## config.mk

```make
export PLATFORM = sky130hd
export DESIGN_NAME = logic_cell_input_select
export DESIGN_NICKNAME = d
export VERILOG_FILES = /design/src/hw/select_reg.v /design/src/hw/source_mux.v /design/src/hw/logic_cell_input_select.v
export VERILOG_INCLUDE_DIRS = /design/src /design/src/hw
export SDC_FILE = /design/constraint.sdc
export NUM_CORES = 1
export LEC_CHECK = 0
export BUFFER_PORTS_ARGS = -buffer_cell sky130_fd_sc_hd__buf_2
export CORE_MARGIN = 8
export CORE_UTILIZATION = 45
export DETAILED_ROUTE_END_ITERATION = 7
export MAX_ROUTING_LAYER = met4
export PLACE_DENSITY = 0.76
export SETUP_SLACK_MARGIN = 0.05
export SLEW_MARGIN = 10
export SYNTH_ARGS = -nofsm -noshare
export SYNTH_HDL_FRONTEND = slang
export SYNTH_SLANG_ARGS = --single-unit
```

## constraint.sdc

```tcl
create_clock -name clk -period 1.3 [get_ports clk]
set_input_delay 0.065 -clock clk [delete_from_list [all_inputs] [get_ports clk]]
set_output_delay 0.065 -clock clk [all_outputs]
set_load 0.01 [all_outputs]
```

## src/hw/cell_select_consts.vh

```
// Purpose: Constants for the logic cell input selection stage
// Assumes: Plain Verilog-2005, included by bare name
// Notes:   Select codes are 6 bits wide
`ifndef CELL_SELECT_CONSTS_VH
`define CELL_SELECT_CONSTS_VH

// Field layout
`define SEL_W            6
`define SEL_RST          6'h00
`define MUX_COUNT        4

// Select codes
`define CODE_SYNC_DATA   6'h16
`define CODE_ZERO_CROSS  6'h17
`define CODE_ASYNC_TX    6'h18
`define CODE_ASYNC_RX    6'h19
`define CODE_TMR0_OVF    6'h1A
`define CODE_TMR1_OVF    6'h1B
`define CODE_TMR3_OVF    6'h1C
`define CODE_TMR5_OVF    6'h1D
`define CODE_TMR2_POST   6'h1E
`define CODE_TMR4_POST   6'h1F
`define CODE_TMR6_POST   6'h20
`define CODE_PIN_CHANGE  6'h21
`define CODE_CONV_RC     6'h22
`define CODE_SLOW_OSC    6'h23
`define CODE_FAST_OSC    6'h24
`define CODE_SYS_OSC     6'h25
`define CODE_MODULATOR   6'h26

// Modulator source per instance: 0 none, 1 first, 2 second
`define MOD_NONE         2'h0
`define MOD_ONE          2'h1
`define MOD_TWO          2'h2

`endif

```

## src/hw/select_reg.v

```verilog
// Purpose: One software-writable 6-bit selection register
// Assumes: Write strobe and data come from logic on clk
// Notes:   Takes new value any time, no stop needed
`include "cell_select_consts.vh"
`default_nettype none

module select_reg (
    // Clock and reset
    input  wire       clk,
    input  wire       rstn,
    // Write side
    input  wire       wr_en,
    input  wire [5:0] wr_data,
    // Stored field
    output reg  [5:0] sel_r
);

    // Load on write, on the fly
    always @(posedge clk) begin
        if (!rstn) begin
            sel_r <= `SEL_RST;
        end else if (wr_en) begin
            sel_r <= wr_data;
        end
    end

endmodule // select_reg

`default_nettype wire

```

## src/hw/source_mux.v

```verilog
// Purpose: One selection multiplexer over the internal candidate inputs
// Assumes: Candidate inputs are on clk's domain or plain levels
// Notes:   Combinational path, unknown codes give zero
`include "cell_select_consts.vh"
`default_nettype none

module source_mux (
    // Selection
    input  wire [5:0] mux_select_field,
    // Candidate sources
    input  wire       sys_osc,
    input  wire       fast_internal_osc,
    input  wire       slow_internal_osc,
    input  wire       converter_rc_clock,
    input  wire       pin_change_flag,
    input  wire       tmr2_post,
    input  wire       tmr4_post,
    input  wire       tmr6_post,
    input  wire       tmr0_ovf,
    input  wire       tmr1_ovf,
    input  wire       tmr3_ovf,
    input  wire       tmr5_ovf,
    input  wire       async_tx,
    input  wire       async_rx,
    input  wire       sync_data,
    input  wire       zero_cross_detector,
    input  wire       modulator_src,
    input  wire       modulator_ok,
    // Selected line
    output reg        data_line
);

    // Code decode to one source
    always @* begin
        case (mux_select_field)
            `CODE_SYS_OSC:    data_line = sys_osc;             // [RL7]
            `CODE_FAST_OSC:   data_line = fast_internal_osc;   // [RL7]
            `CODE_SLOW_OSC:   data_line = slow_internal_osc;   // [RL7]
            `CODE_CONV_RC:    data_line = converter_rc_clock;  // [RL7]
            `CODE_TMR2_POST:  data_line = tmr2_post;           // [RL8]
            `CODE_TMR4_POST:  data_line = tmr4_post;           // [RL8]
            `CODE_TMR6_POST:  data_line = tmr6_post;           // [RL8]
            `CODE_TMR0_OVF:   data_line = tmr0_ovf;            // [RL9]
            `CODE_TMR1_OVF:   data_line = tmr1_ovf;            // [RL9]
            `CODE_TMR3_OVF:   data_line = tmr3_ovf;            // [RL9]
            `CODE_TMR5_OVF:   data_line = tmr5_ovf;            // [RL9]
            `CODE_PIN_CHANGE: data_line = pin_change_flag;     // [RL10]
            `CODE_ASYNC_TX:   data_line = async_tx;            // [RL11]
            `CODE_ASYNC_RX:   data_line = async_rx;            // [RL11]
            `CODE_SYNC_DATA:  data_line = sync_data;           // [RL11]
            `CODE_ZERO_CROSS: data_line = zero_cross_detector; // [RL12]
            `CODE_MODULATOR:  data_line = modulator_ok & modulator_src; // [RL13]
            default:          data_line = 1'b0;                // [RL14]
        endcase
    end

endmodule // source_mux

`default_nettype wire

```

## src/hw/logic_cell_input_select.v

```verilog
// Purpose: Input data selection stage of the configurable logic cell
// Assumes: One clock, synchronous active-low reset, no register bus
// Notes:   Four selection registers steer four multiplexers
//          Lines to the gating stage are combinational
//          Codes with no source give a constant zero
//
// Operation
// [RL1] First of four cell stages; feeds the data-gating stage.
// [RL2] Selections are rewritable at run time without stopping the cell.
// [RL3] Four independent multiplexers, each picks one shared internal input.
// [RL4] Each multiplexer steered by its own 6-bit select field.
// [RL5] Four separate writable selection registers, zero through three.
// [RL6] Software must program selections before use; power-up value undefined. Reset here loads 00h into each register.
// [RL7] Codes 25h,24h,23h,22h pick system, fast, slow, converter clocks.
// [RL8] Codes 1Eh,1Fh,20h pick timer 2, 4, 6 postscaled pulses.
// [RL9] Codes 1Ah to 1Dh pick timer 0, 1, 3, 5 overflows.
// [RL10] Code 21h picks the pin-change flag set state.
// [RL11] Codes 18h,19h async transmit, receive; 16h sync serial data.
// [RL12] Code 17h picks the zero-cross detector output.
// [RL13] Code 26h picks modulator one or two per instance, else reserved.
// [RL14] Unlisted or unsupported codes drive constant zero.
// [RL15] Outputs follow the selected source with no clock latency.
`include "cell_select_consts.vh"
`default_nettype none

module logic_cell_input_select #(
    parameter [1:0] MOD_SRC = `MOD_ONE
) (
    // Clock and reset
    input  wire        clk,
    input  wire        rstn,
    // Selection register writes
    input  wire [3:0]  sel_wr_en,
    input  wire [5:0]  sel_wr_data,
    // Selection readback
    output wire [5:0]  input_select_reg_zero,
    output wire [5:0]  input_select_reg_one,
    output wire [5:0]  input_select_reg_two,
    output wire [5:0]  input_select_reg_three,
    // Clock sources
    input  wire        sys_osc,
    input  wire        fast_internal_osc,
    input  wire        slow_internal_osc,
    input  wire        converter_rc_clock,
    // Flag and timer sources
    input  wire        pin_change_flag,
    input  wire        tmr2_post,
    input  wire        tmr4_post,
    input  wire        tmr6_post,
    input  wire        tmr0_ovf,
    input  wire        tmr1_ovf,
    input  wire        tmr3_ovf,
    input  wire        tmr5_ovf,
    // Serial and sensing sources
    input  wire        async_tx,
    input  wire        async_rx,
    input  wire        sync_data,
    input  wire        zero_cross_detector,
    // Modulator sources
    input  wire        modulator_one_output,
    input  wire        modulator_two_output,
    // Lines to the gating stage
    output wire [3:0]  gate_data                     // [RL1]
);

    ////////////////////////////////////////////////////////////////////////
    // Selection registers and multiplexers

    // Stored select code per lane
    wire [5:0]  sel_zero;
    wire [5:0]  sel_one;
    wire [5:0]  sel_two;
    wire [5:0]  sel_three;
    // Per-lane write strobes
    wire        wr_zero;
    wire        wr_one;
    wire        wr_two;
    wire        wr_three;
    // Modulator source shared by all lanes
    reg         mod_src;
    reg         mod_ok;

    // One strobe bit per selection register
    assign wr_zero  = sel_wr_en[0];                                 // [RL5]
    assign wr_one   = sel_wr_en[1];                                 // [RL5]
    assign wr_two   = sel_wr_en[2];                                 // [RL5]
    assign wr_three = sel_wr_en[3];                                 // [RL5]

    // Modulator choice fixed per instance; none leaves code 26h reserved
    always @* begin
        case (MOD_SRC)
            `MOD_ONE: begin
                mod_src = modulator_one_output;                     // [RL13]
                mod_ok  = 1'b1;
            end
            `MOD_TWO: begin
                mod_src = modulator_two_output;                     // [RL13]
                mod_ok  = 1'b1;
            end
            default: begin
                mod_src = 1'b0;
                mod_ok  = 1'b0;                                     // [RL13]
            end
        endcase
    end

    ////////////////////////////////////////////////////////////////////////
    // Lane zero

    // Register zero, reloads on any write with no stop
    select_reg u_reg_zero (
        // Clock and reset
        .clk     (clk),
        .rstn    (rstn),
        // Write side
        .wr_en   (wr_zero),                 // [RL2]
        .wr_data (sel_wr_data),
        // Stored field
        .sel_r   (sel_zero)                 // [RL4]
    );

    // Multiplexer zero, combinational path to the gating stage
    source_mux u_mux_zero (
        // Selection
        .mux_select_field    (sel_zero),
        // Clock sources
        .sys_osc             (sys_osc),
        .fast_internal_osc   (fast_internal_osc),
        .slow_internal_osc   (slow_internal_osc),
        .converter_rc_clock  (converter_rc_clock),
        // Flag source
        .pin_change_flag     (pin_change_flag),
        // Timer sources
        .tmr2_post           (tmr2_post),
        .tmr4_post           (tmr4_post),
        .tmr6_post           (tmr6_post),
        .tmr0_ovf            (tmr0_ovf),
        .tmr1_ovf            (tmr1_ovf),
        .tmr3_ovf            (tmr3_ovf),
        .tmr5_ovf            (tmr5_ovf),
        // Serial and sensing sources
        .async_tx            (async_tx),
        .async_rx            (async_rx),
        .sync_data           (sync_data),
        .zero_cross_detector (zero_cross_detector),
        // Modulator source
        .modulator_src       (mod_src),
        .modulator_ok        (mod_ok),
        // Selected line
        .data_line           (gate_data[0])   // [RL3] [RL15]
    );

    ////////////////////////////////////////////////////////////////////////
    // Lane one

    // Register one, reloads on any write with no stop
    select_reg u_reg_one (
        // Clock and reset
        .clk     (clk),
        .rstn    (rstn),
        // Write side
        .wr_en   (wr_one),                  // [RL2]
        .wr_data (sel_wr_data),
        // Stored field
        .sel_r   (sel_one)                  // [RL4]
    );

    // Multiplexer one, combinational path to the gating stage
    source_mux u_mux_one (
        // Selection
        .mux_select_field    (sel_one),
        // Clock sources
        .sys_osc             (sys_osc),
        .fast_internal_osc   (fast_internal_osc),
        .slow_internal_osc   (slow_internal_osc),
        .converter_rc_clock  (converter_rc_clock),
        // Flag source
        .pin_change_flag     (pin_change_flag),
        // Timer sources
        .tmr2_post           (tmr2_post),
        .tmr4_post           (tmr4_post),
        .tmr6_post           (tmr6_post),
        .tmr0_ovf            (tmr0_ovf),
        .tmr1_ovf            (tmr1_ovf),
        .tmr3_ovf            (tmr3_ovf),
        .tmr5_ovf            (tmr5_ovf),
        // Serial and sensing sources
        .async_tx            (async_tx),
        .async_rx            (async_rx),
        .sync_data           (sync_data),
        .zero_cross_detector (zero_cross_detector),
        // Modulator source
        .modulator_src       (mod_src),
        .modulator_ok        (mod_ok),
        // Selected line
        .data_line           (gate_data[1])   // [RL3] [RL15]
    );

    ////////////////////////////////////////////////////////////////////////
    // Lane two

    // Register two, reloads on any write with no stop
    select_reg u_reg_two (
        // Clock and reset
        .clk     (clk),
        .rstn    (rstn),
        // Write side
        .wr_en   (wr_two),                  // [RL2]
        .wr_data (sel_wr_data),
        // Stored field
        .sel_r   (sel_two)                  // [RL4]
    );

    // Multiplexer two, combinational path to the gating stage
    source_mux u_mux_two (
        // Selection
        .mux_select_field    (sel_two),
        // Clock sources
        .sys_osc             (sys_osc),
        .fast_internal_osc   (fast_internal_osc),
        .slow_internal_osc   (slow_internal_osc),
        .converter_rc_clock  (converter_rc_clock),
        // Flag source
        .pin_change_flag     (pin_change_flag),
        // Timer sources
        .tmr2_post           (tmr2_post),
        .tmr4_post           (tmr4_post),
        .tmr6_post           (tmr6_post),
        .tmr0_ovf            (tmr0_ovf),
        .tmr1_ovf            (tmr1_ovf),
        .tmr3_ovf            (tmr3_ovf),
        .tmr5_ovf            (tmr5_ovf),
        // Serial and sensing sources
        .async_tx            (async_tx),
        .async_rx            (async_rx),
        .sync_data           (sync_data),
        .zero_cross_detector (zero_cross_detector),
        // Modulator source
        .modulator_src       (mod_src),
        .modulator_ok        (mod_ok),
        // Selected line
        .data_line           (gate_data[2])   // [RL3] [RL15]
    );

    ////////////////////////////////////////////////////////////////////////
    // Lane three

    // Register three, reloads on any write with no stop
    select_reg u_reg_three (
        // Clock and reset
        .clk     (clk),
        .rstn    (rstn),
        // Write side
        .wr_en   (wr_three),                // [RL2]
        .wr_data (sel_wr_data),
        // Stored field
        .sel_r   (sel_three)                // [RL4]
    );

    // Multiplexer three, combinational path to the gating stage
    source_mux u_mux_three (
        // Selection
        .mux_select_field    (sel_three),
        // Clock sources
        .sys_osc             (sys_osc),
        .fast_internal_osc   (fast_internal_osc),
        .slow_internal_osc   (slow_internal_osc),
        .converter_rc_clock  (converter_rc_clock),
        // Flag source
        .pin_change_flag     (pin_change_flag),
        // Timer sources
        .tmr2_post           (tmr2_post),
        .tmr4_post           (tmr4_post),
        .tmr6_post           (tmr6_post),
        .tmr0_ovf            (tmr0_ovf),
        .tmr1_ovf            (tmr1_ovf),
        .tmr3_ovf            (tmr3_ovf),
        .tmr5_ovf            (tmr5_ovf),
        // Serial and sensing sources
        .async_tx            (async_tx),
        .async_rx            (async_rx),
        .sync_data           (sync_data),
        .zero_cross_detector (zero_cross_detector),
        // Modulator source
        .modulator_src       (mod_src),
        .modulator_ok        (mod_ok),
        // Selected line
        .data_line           (gate_data[3])   // [RL3] [RL15]
    );

    ////////////////////////////////////////////////////////////////////////
    // Readback straight from the selection flops

    assign input_select_reg_zero  = sel_zero;
    assign input_select_reg_one   = sel_one;
    assign input_select_reg_two   = sel_two;
    assign input_select_reg_three = sel_three;

endmodule // logic_cell_input_select

`default_nettype wire

```

# Word-level counts from Yosys, hierarchy flattened
# Cells that the tools add are included.
classes:
  eq_ne: 68
  muxes: 4
op_table:
  columns: ["cell", "n"]
  rows:
  - ["6-bit by 5-bit equality test with 1-bit output, second input constant", 40]
  - ["6-bit equality test, second input constant", 28]
  - ["1-bit case mux with 17 select lines", 4]
totals:
  input_bits: 30
  ff_bits: 24
  elab_cells: 76

# Longest topological paths before layout
# Gate-level depths: netlist of run 1.
logic_depth:
  ltp_word: 2
  ltp_mapped: 7
  ltp_nobuf: 5

# Cells and area by module
# From an unflattened synthesis of run 1, not the netlist that was laid out.
hier_totals:
  cells_unflattened: 197
  hier_area_um2: 1795.5
by_module_without_submodules:
  columns: ["mod", "area_per_inst_um2", "n_inst", "seq_area_each_um2", "cells_per_inst"]
  rows:
  - ["select_reg", 229.0, 4, 120.1, 19]
  - ["source_mux", 219.0, 4, 0.0, 30]
  - ["logic_cell_input_select", 3.8, 1, 0.0, 1]

# Worst setup path before layout of run 1
# OpenSTA, ideal clock, no wires.
synth_timing:
  path_kind: "reg2out"
  startpoint: "reg u_reg_one.sel_r[2]"
  endpoint: "out gate_data[1]"
  setup_slack_ps: -245
  path_buffers: 2
  stages_incl_launch_ff: 7
  arrival_ps: 1480
  path_cell_list: "dfxtp_1 > buf_6 > mux4_2 > nand2_1 > o211ai_1 > a31o_1 > buf_4"
synth_between:
  elab_chain_cells: 2
synth_lines:
  columns: ["item", "line_no", "source"]
  rows:
  - ["start, declared", "select_reg.v:15", "output reg [5:0] sel_r"]
  - ["start signal, assigned", "select_reg.v:21", "sel_r <= `SEL_RST;"]
  - ["start signal, assigned", "select_reg.v:23", "sel_r <= wr_data;"]
  - ["6-bit equality test or 6-bit by 5-bit equality test with 1-bit output (tied branches)", "source_mux.v:35", "case (mux_select_field)"]
  - ["1-bit case mux with 17 select lines (*)", "source_mux.v:35", null]
  - ["end, declared", "logic_cell_input_select.v:63", "output wire [3:0] gate_data"]
# Every way passes the cells marked *; elsewhere a longest branch is shown, timed or not.

# Worst setup path after layout of run 1
layout_timing:
  startpoint: "reg u_reg_one.sel_r[1]"
  endpoint: "out gate_data[1]"
# The elaborated chain is that of the path after synthesis.

==> results of run 1 <==
-- synthesized netlist by cell type --
| cell | instances |
|---|---|
| buf_6 | 2 |
| mux2i_1 | 36 |
| clkbuf_1 | 9 |
| mux4_2 | 8 |
| a2bb2oi_1 | 3 |
| nand3_1 | 1 |
| o21ai_0 | 6 |
| a31o_1 | 1 |
| nor2_1 | 6 |
| o21ai_1 | 2 |
| nor4_1 | 1 |
| a21oi_1 | 7 |
| nand4b_1 | 3 |
| buf_4 | 4 |
| dfxtp_1 | 24 |
| a211o_1 | 3 |
| buf_2 | 4 |
| nand2_1 | 8 |
| a31oi_1 | 6 |
| nand3b_1 | 6 |
| o211ai_1 | 2 |
| nand2b_1 | 3 |
| inv_1 | 7 |
| nor2b_1 | 24 |
| and4b_1 | 1 |
-- cell families (layout without fill, tap and decap cells) --
group / after synthesis / after routing
buffers and inverters: 26 / 85
AOI/OAI and AO/OA: 30 / 30
muxes: 44 / 44
and+or+nand+nor: 53 / 53
DFF: 24 / 24
-- final timing paths --
| kind | from | to | slack [ns] | depth (start not counted) |
|---|---|---|---|---|
| max | u_reg_one.sel_r[1] | gate_data[1] | -0.41 | 5 |
| min | sel_wr_data[0] | u_reg_two.sel_r[0] | 0.13 | 3 |
| max reg2reg | u_reg_three.sel_r[0] | u_reg_three.sel_r[0] | 0.41 | 3 |
| min reg2reg | u_reg_three.sel_r[2] | u_reg_three.sel_r[2] | 0.56 | 2 |
-- per-stage QoR --
stage / worst slack [ns] / setup TNS (ns) / std cells
global placement: -0.0587 / -0.202 / 280
global route: -0.510 / -1.78 / 284
CTS: -0.422 / -1.49 / 284
detailed placement: -0.0949 / -0.292 / 280
floorplan: -0.182 / -0.428 / 177
finish: -0.408 / -1.45 / 284
-- metal layers --
| layer | GRT usage (%) | up-vias |
|---|---|---|
| li1 | - | 750 |
| met1 | 20.8 | 729 |
| met2 | 26.3 | 76 |
| met3 | 3.73 | 14 |
| met4 | 9.62 | 0 |
| met5 | - | - |
-- flip-flops by register name, summed over array words and instances, names as in the netlist --
register and flops:
u_reg_two.sel_r 6, u_reg_three.sel_r 6, u_reg_one.sel_r 6, u_reg_zero.sel_r 6
-- critical path, delay by kind of cell (launching register included) --
family          cells  cell delay [ns]
simple gates        1             0.06
flops               1             0.36
compound gates      2             0.32
mux                 1             0.50
buf+inv             1             0.14
-- area by class of cell --
cell class,instances,area (sq um),area share [%]
multi-input cells,127,1050,49.4
inverters,7,26.3,1.24
clock inverters,1,30.0,1.41
clock buffers,3,41.3,1.94
repair buffers,74,423,19.9
well taps,48,60.1,2.82
flip-flops and latches,24,495,23.3
-- power by group through the flow --
stage	combinational, W	sequential [W]	clock [W]
floorplan	0.000303	0.000858	0
global placement	0.000489	0.000856	0
detailed placement	0.000495	0.000860	0
CTS	0.000501	0.000841	0.000690
global route	0.000549	0.000853	0.000729
finish	0.000507	0.000842	0.000681
-- repair_timing --
action | CTS | global route
resized for setup | 6 | 7
endpoints found under the hold margin | 0 | 0
endpoints found under the setup margin | 4 | 4
pin swaps | 4 | 4
==> run_results.csv, run 1 <==
group,metric,value,unit
outcome,run_status,"finished with violations",
outcome,failed_checks,"setup timing",
logic_synthesis,synthAdderAreaFrac,0,%
power_and_ir_drop,total_power,0.00203,W
floorplan,core,3610,sq um
power_and_ir_drop,p_leak,0.950,nW
sta,fmaxAchievable,585,MHz
route,wl_met2,2380,microns
power_and_ir_drop,internal_power,0.00145,W
grt,grt_pass1_wl,7930,microns
min_path,hold_path.class,"input pin to register",
clock_network,tritoncts,"built",
clock_network,clock_path_buffers,2,
logic_synthesis,synth_xor_area_share,0,%
route,firstDrtPassIters,4,
sta,maxSlewHeadroom,75.9,%
sta,drv_slew,0,
logic_synthesis,syn-cell-area,1660,sq um
setup_path,crit_chain,"mux4_2 > o21ai_1 > nor4_1 > a31o_1 > buf_2",
finish,fin_area,2130,sq um
clock_network,cts_root_buf,"clkbuf_8",
route,vias_per_cell,5.52,
power_and_ir_drop,combPwrFrac,25.0,%
route,wl_met1,2150,microns
power_and_ir_drop,p_per_area,955,nW/um^2
clock_network,clock_sinks,24,
logic_synthesis,synth.yosys.seq_area_share,29.0,%
route,drc,0,
clock_network,htreeDepth,1,
setup_path,max_stage_delay,0.50,ns
setup_path,cp-start-kind,"register",
route,drt-wirelength-per-cell,18.0,microns
sta,setup_viol,4,
route,wirelength,5110,microns
power_and_ir_drop,irDropWorstVdd,0.517,mV
sta,skew,0,ns
power_and_ir_drop,p_seq_share,41.5,%
power_and_ir_drop,p_sw,0.000577,W
logic_synthesis,synth_cell_types,25,
clock_network,cts_setup_buffers,0,
clock_network,clk_pin_slew,0.09,ns
route,vias,1569,
grt,antenna_found_initial,0,
logic_synthesis,netlist_instances,177,
logic_synthesis,postSynthAreaPerCell,9.36,sq um
logic_synthesis,synth_compound_area_share,11.4,%
run,drv_cap,0,
floorplan,io_pins,58,
setup_path,crit_path_max_fanout,2,
finish,layout_common_cells,"buf_2, mux2i_1, nor2b_1",
clock_network,clock_latency,0.27,ns
setup_path,endpoint_kind,"output pin",
placement,place_area,2030,sq um
logic_synthesis,netlist.area_leader.share,29.0,%
logic_synthesis,synth_top_family_by_area,"multiplexers",
setup_path,required,1.24,ns
sta,finalHoldViolations,0,
logic_synthesis,synthSimpleGateAreaFrac,19.0,%
logic_synthesis,synth_largest_area_cell,"dfxtp_1",
placement,dp_hpwl,3770,microns
logic_synthesis,synth_nets,207,
route,wl_met3,404,microns
setup_path,path_class,"register to output pin",
route,drt_iter0_drc,108,
floorplan,start_util,45.9,%
finish,drive_gt1_share,39.8,%
floorplan,die_area,5880,sq um
placement,gp_congestion,0.871,
finish,finalNetCount,267,
route,postRouteAntennaNets,0,
setup_path,cp.arrival,1.64,ns
sta,period_share,131,%
floorplan,dieHeight,76.7,microns
floorplan,rows,22,
sta,rsz0062_at_grt,"yes",
finish,post-route-util,59.0,%
sta,finalCriticalPeriod,1.71,ns
power_and_ir_drop,clkPwrFrac,33.6,%
placement,io_buffers,56,
logic_synthesis,netlist_top_cells_area,"dfxtp_1, mux2i_1, mux4_2",
setup_path,slowest_stage,"mux4_2",
grt,overflow,0,
finish,final_common_cell,"buf_2",
clock_network,cts_buffers,3,
floorplan,dieWidth,76.7,microns
logic_synthesis,ys_warn_count,0,
finish,diodes,0,
route,routed.top_layer,"met4",
sta,fin_hold_ws,0.134,ns
sta,tightestPinTransition,0.362,ns
finish,nFillCells,334,
logic_synthesis,synthMuxAreaShare,32.6,%
grt,grt_max_degree,25,
grt,grtUsageTotal,17.3,%
clock_network,ctsHoldBuffers,0,
power_and_ir_drop,switching_share,28.4,%
logic_synthesis,ys_ff_latch,24,
grt,grt_pass1_vias,1505,
sta,setup_slack,-0.408,ns
finish,area_growth,28.4,%
Note: power is estimated with default switching activity, not from simulation.
==> inputs of run 2 (changes only) <==
--- a/config.mk
+++ b/config.mk
@@ -8,10 +8,11 @@
 export LEC_CHECK = 0
 export BUFFER_PORTS_ARGS = -buffer_cell sky130_fd_sc_hd__buf_2
 export CORE_MARGIN = 8
-export CORE_UTILIZATION = 45
+export CORE_UTILIZATION = 47
+export CTS_BUF_LIST = sky130_fd_sc_hd__clkbuf_4
 export DETAILED_ROUTE_END_ITERATION = 7
 export MAX_ROUTING_LAYER = met4
-export PLACE_DENSITY = 0.76
+export PLACE_DENSITY = 0.79
 export SETUP_SLACK_MARGIN = 0.05
 export SLEW_MARGIN = 10
 export SYNTH_ARGS = -nofsm -noshare
==> run_results.csv, run 2 (synthesis gave the netlist of run 1 again) <==
group,metric,value,unit
placement,gp_congestion,0.855,
grt,grt_pass1_wl,7890,microns
floorplan,start_util,49.3,%
clock_network,tritoncts,"built",
floorplan,die_area,5680,sq um
placement,place_ws,-0.0832,ns
setup_path,cp-start-kind,"register",
grt,grtUsageTotal,18.9,%
sta,fmaxAchievable,575,MHz
sta,maxSlewHeadroom,77.0,%
grt,grt_max_degree,25,
setup_path,endpoint_kind,"output pin",
power_and_ir_drop,p_per_area,797,nW/um^2
sta,setup_viol,4,
placement,dp_hpwl,3780,microns
sta,finalHoldViolations,0,
route,postRouteAntennaNets,0,
setup_path,crit_chain,"buf_4 > mux4_2 > nand4b_1 > a2bb2oi_1 > buf_2",
clock_network,ctsHoldBuffers,0,
finish,drive_gt1_share,43.3,%
setup_path,max_stage_delay,0.50,ns
route,firstDrtPassIters,4,
sta,tightestPinTransition,0.345,ns
finish,nFillCells,303,
route,drc,0,
clock_network,clock_sinks,24,
route,drt_iter0_drc,126,
sta,drv_slew,0,
power_and_ir_drop,irDropWorstVdd,0.714,mV
outcome,run_status,"finished with violations",
floorplan,dieWidth,75.4,microns
run,drv_cap,0,
sta,finalCriticalPeriod,1.74,ns
clock_network,cts_root_buf,"clkbuf_4",
finish,finalNetCount,272,
route,wirelength,5100,microns
floorplan,core,3360,sq um
finish,area_growth,29.6,%
route,drt-wirelength-per-cell,17.8,microns
setup_path,cp.arrival,1.68,ns
placement,io_buffers,56,
setup_path,required,1.24,ns
route,vias_per_cell,5.42,
route,vias,1549,
floorplan,rows,21,
finish,layout_common_cells,"buf_2, mux2i_1, nor2b_1",
setup_path,path_class,"register to output pin",
sta,rsz0062_at_grt,"yes",
clock_network,clock_path_buffers,2,
setup_path,crit_path_max_fanout,6,
power_and_ir_drop,p_leak,0.961,nW
outcome,failed_checks,"setup timing",
floorplan,io_pins,58,
grt,overflow,0,
grt,grt_pass1_vias,1610,
min_path,hold_path.class,"input pin to register",
finish,diodes,0,
grt,antenna_found_initial,0,
clock_network,clock_latency,0.32,ns
setup_path,slowest_stage,"mux4_2",
sta,setup_slack,-0.440,ns
clock_network,cts_buffers,3,
clock_network,clk_pin_slew,0.13,ns
sta,period_share,134,%
finish,final_common_cell,"buf_2",
floorplan,dieHeight,75.4,microns
sta,finalSetupTns,-1.67,ns
sta,skew,0,ns
clock_network,htreeDepth,1,
==> run 2: worst max-delay path: cells and delay by family (launching register included) <==
family / cells / cell delay, ns
multiplexers: 1 / 0.50
AO/OA/AOI/OAI: 1 / 0.07
AND/OR/NAND/NOR: 1 / 0.12
flip-flops: 1 / 0.40
buffers and inverters: 2 / 0.25
==> run 2: report_power, final <==
group / switching, W / internal (W) / leakage, nW
clock: 0.000230 / 0.000109 / 0.0138
combinational: 0.000253 / 0.000278 / 0.745
sequential: 0.0000626 / 0.000780 / 0.202
total: 0.000545 / 0.00117 / 0.961
==> run 2: area by class of cell <==
cell class              instances  area (sq um)  share of cell area (%)
well taps                      46          57.6                    2.68
clock buffers                   3          22.5                    1.05
repair buffers                 79           472                    22.0
multi-input cells             127          1070                    49.9
flip-flops and latches         24           498                    23.2
inverters                       7          26.3                    1.22
==> run 2: stage by stage <==
step | instance area, sq um | cells | total power, W | hold WS, ns | utilization [%]
6_report | 2150 | 286 | 0.00171 | 0.0830 | 63.8
5_1_grt | 2150 | 286 | 0.00181 | 0.0671 | 63.8
4_1_cts | 2090 | 284 | 0.00169 | 0.0740 | 62.1
3_5_place_dp | 2050 | 281 | 0.00136 | 0.417 | 61.0
3_3_place_gp | 2050 | 281 | 0.00135 | 0.412 | 61.0
2_1_floorplan | 1690 | 177 | 0.00116 | 0.193 | -
==> run 2: path summary, 6_finish.rpt <==
| kind | startpoint | to | slack, ns | depth (start not counted) |
|---|---|---|---|---|
| setup / recovery | u_reg_three.sel_r[1] | gate_data[3] | -0.44 | 5 |
| hold / removal | sel_wr_data[0] | u_reg_three.sel_r[0] | 0.08 | 3 |
| setup reg to reg | u_reg_one.sel_r[0] | u_reg_one.sel_r[0] | 0.47 | 3 |
| hold reg to reg | u_reg_three.sel_r[2] | u_reg_three.sel_r[2] | 0.57 | 2 |
==> run 2: metal layers <==
metal / global-route usage (%) / vias up / part of all wire, %
li1: - / 765 / -
met1: 22.3 / 716 / 41
met2: 31.3 / 59 / 50
met3: 3.03 / 9 / 6.7
met4: 7.68 / 0 / 2.3
met5: - / - / 0
==> run 2: what timing repair did <==
action	CTS	global route
gates resized for setup	8	15
endpoints found under the setup margin	4	6
pin swaps	2	13
buffers inserted	0	2
==> inputs of run 3 (changes only) <==
--- a/config.mk
+++ b/config.mk
@@ -8,7 +8,7 @@
 export LEC_CHECK = 0
 export BUFFER_PORTS_ARGS = -buffer_cell sky130_fd_sc_hd__buf_2
 export CORE_MARGIN = 8
-export CORE_UTILIZATION = 47
+export CORE_UTILIZATION = 48
 export CTS_BUF_LIST = sky130_fd_sc_hd__clkbuf_4
 export DETAILED_ROUTE_END_ITERATION = 7
 export MAX_ROUTING_LAYER = met4
@@ -17,4 +17,5 @@
 export SLEW_MARGIN = 10
 export SYNTH_ARGS = -nofsm -noshare
 export SYNTH_HDL_FRONTEND = slang
+export SYNTH_HIERARCHICAL = 1
 export SYNTH_SLANG_ARGS = --single-unit
==> run_results.csv, run 3 <==
group,metric,value,unit
outcome,run_status,"finished with violations",
outcome,failed_checks,"setup timing",
floorplan,die_area,5950,sq um
sta,period_share,136,%
logic_synthesis,synth_common_cells,"mux2i_1, nor2b_1, dfxtp_1",
grt,grtUsageTotal,19.5,%
grt,grt-busiest-layer,"met2",
floorplan,start_util,49.4,%
clock_network,cts_buffers,3,
placement,gp_congestion,0.884,
grt,antenna_found_initial,0,
route,wirelength,5910,microns
grt,grt_pass1_wl,9190,microns
power_and_ir_drop,p_per_area,835,nW/um^2
power_and_ir_drop,irDropWorstVdd,0.403,mV
grt,overflow,0,
logic_synthesis,synthFlopType,"dfxtp_1",
placement,dp.cells,318,
min_path,holdPathStages,3,
logic_synthesis,synth.most_common_cell,"mux2i_1",
clock_network,tritoncts,"built",
clock_network,clock_sinks,24,
clock_network,htreeDepth,1,
run,drv_cap,0,
clock_network,cts_root_buf,"clkbuf_4",
logic_synthesis,async_flop_share,0,%
logic_synthesis,synth.yosys.seq_area_share,26.8,%
logic_synthesis,netlist_top_cells_area,"dfxtp_1, mux2i_1, nor2b_1",
setup_path,cp-start-kind,"register",
sta,fmaxAchievable,566,MHz
sta,setup_viol,4,
grt,grtUsageMet2,30.9,%
placement,place_area,2260,sq um
sta,drv_slew,0,
clock_network,clk_pin_slew,0.16,ns
logic_synthesis,netlist_instances,197,
grt,grt_max_degree,25,
grt,use_met3,4.43,%
clock_network,clock_path_buffers,2,
setup_path,rr_worst_depth,3,
sta,skew,0,ns
route,postRouteAntennaNets,0,
floorplan,io_pins,58,
floorplan,dieWidth,77.2,microns
finish,drive_gt1_share,41.5,%
logic_synthesis,ys_warn_count,6,
finish,finalNetCount,306,
floorplan,dieHeight,77.2,microns
sta,setup_slack,-0.468,ns
sta,fin_hold_ws,0.0744,ns
finish,nFillCells,343,
logic_synthesis,postSynthAreaPerCell,9.11,sq um
route,drt-wirelength-per-cell,18.3,microns
finish,fin_area,2330,sq um
route,drt_iter0_drc,179,
setup_path,endpoint_kind,"output pin",
floorplan,rows,22,
finish,area_growth,30.0,%
route,drc,0,
setup_path,required,1.24,ns
placement,io_buffers,56,
placement,dp_hpwl,4440,microns
setup_path,cp.arrival,1.70,ns
sta,finalHoldViolations,0,
logic_synthesis,synth_cell_types,21,
power_and_ir_drop,p_leak,1.03,nW
power_and_ir_drop,total_power,0.00195,W
route,vias_per_cell,5.71,
finish,stdcell_count,323,
setup_path,path_class,"register to output pin",
finish,layout_common_cells,"buf_2, mux2i_1, nor2b_1",
clock_network,clock_latency,0.33,ns
logic_synthesis,ys_ff_latch,24,
logic_synthesis,syn-cell-area,1800,sq um
route,firstDrtPassIters,4,
floorplan,core,3630,sq um
logic_synthesis,netlist.area_leader.share,26.8,%
min_path,hold_path.class,"input pin to register",
grt,grtUsageMet1,23.4,%
sta,finalCriticalPeriod,1.77,ns
logic_synthesis,synth_enable_flop_cells,0,
finish,diodes,0,
sta,rsz0062_at_grt,"yes",
route,vias,1844,
clock_network,ctsHoldBuffers,0,
setup_path,crit_path_max_fanout,5,
grt,grt_pass1_vias,1875,
logic_synthesis,synth_largest_area_cell,"dfxtp_1",
finish,final_common_cell,"buf_2",
## run 3: final cells by class
| class | count | area [sq um] | area share, % |
|---|---|---|---|
| timing repair buffer | 83 | 487 | 20.9 |
| clock buffer | 3 | 22.5 | 0.965 |
| clock inverter | 1 | 30.0 | 1.29 |
| inverter | 8 | 30.0 | 1.29 |
| sequential | 24 | 502 | 21.5 |
| tap | 48 | 60.1 | 2.57 |
| multi-input combinational | 156 | 1200 | 51.5 |
## run 3: final timing paths
check                         to  slack [ns]            startpoint
max reg2reg   u_reg_two/sel_r[0]        0.35    u_reg_two/sel_r[0]
max                 gate_data[3]       -0.47  u_reg_three/sel_r[1]
min           u_reg_one/sel_r[5]        0.07        sel_wr_data[5]
min reg2reg  u_reg_zero/sel_r[3]        0.56   u_reg_zero/sel_r[3]
## run 3: cells by family (layout without fill, tap and decap cells)
kind of cell | count (synthesis) | in the layout | share of synthesized area [%]
compound gates | 36 | 36 | 13.9
other cells | 1 | 4 | 0.209
mux | 40 | 40 | 25.1
flops | 24 | 24 | 26.8
simple gates | 76 | 76 | 26.5
buf+inv | 20 | 95 | 7.53
## run 3: what timing repair did
item / CTS / global route
hold endpoints to repair: 0 / 0
buffers inserted: 1 / 0
gates resized for setup: 1 / 5
setup endpoints to repair: 4 / 5
pin swaps: 12 / 7
## run 3: metal layers
layer | vias to the layer above | wire length [microns]
li1 | 877 | -
met1 | 859 | 2420
met2 | 96 | 2790
met3 | 12 | 600
met4 | 0 | 97
met5 | - | 0
## run 3: worst max-delay path, stage by stage, from the launching register on
cell,delay [ns]
dfxtp_4,0.39
or3b_2,0.45
o22ai_1,0.20
a32oi_1,0.09
o211ai_1,0.09
buf_2,0.15
## run 3: where the power goes
group,internal [W],switching (W),total [W]
clock network,0.000312,0.000248,0.000560
logic,0.000279,0.000286,0.000565
registers,0.000779,0.0000437,0.000823
## run 3: stage by stage
stage | worst slack [ns] | util [%] | TNS (ns)
2_1_floorplan | -0.0340 | - | -0.136
3_3_place_gp | -0.120 | 62.1 | -0.366
3_5_place_dp | -0.135 | 62.1 | -0.498
4_1_cts | -0.481 | 63.9 | -1.89
5_1_grt | -0.550 | 64.2 | -2.13
6_report | -0.468 | 64.2 | -1.84
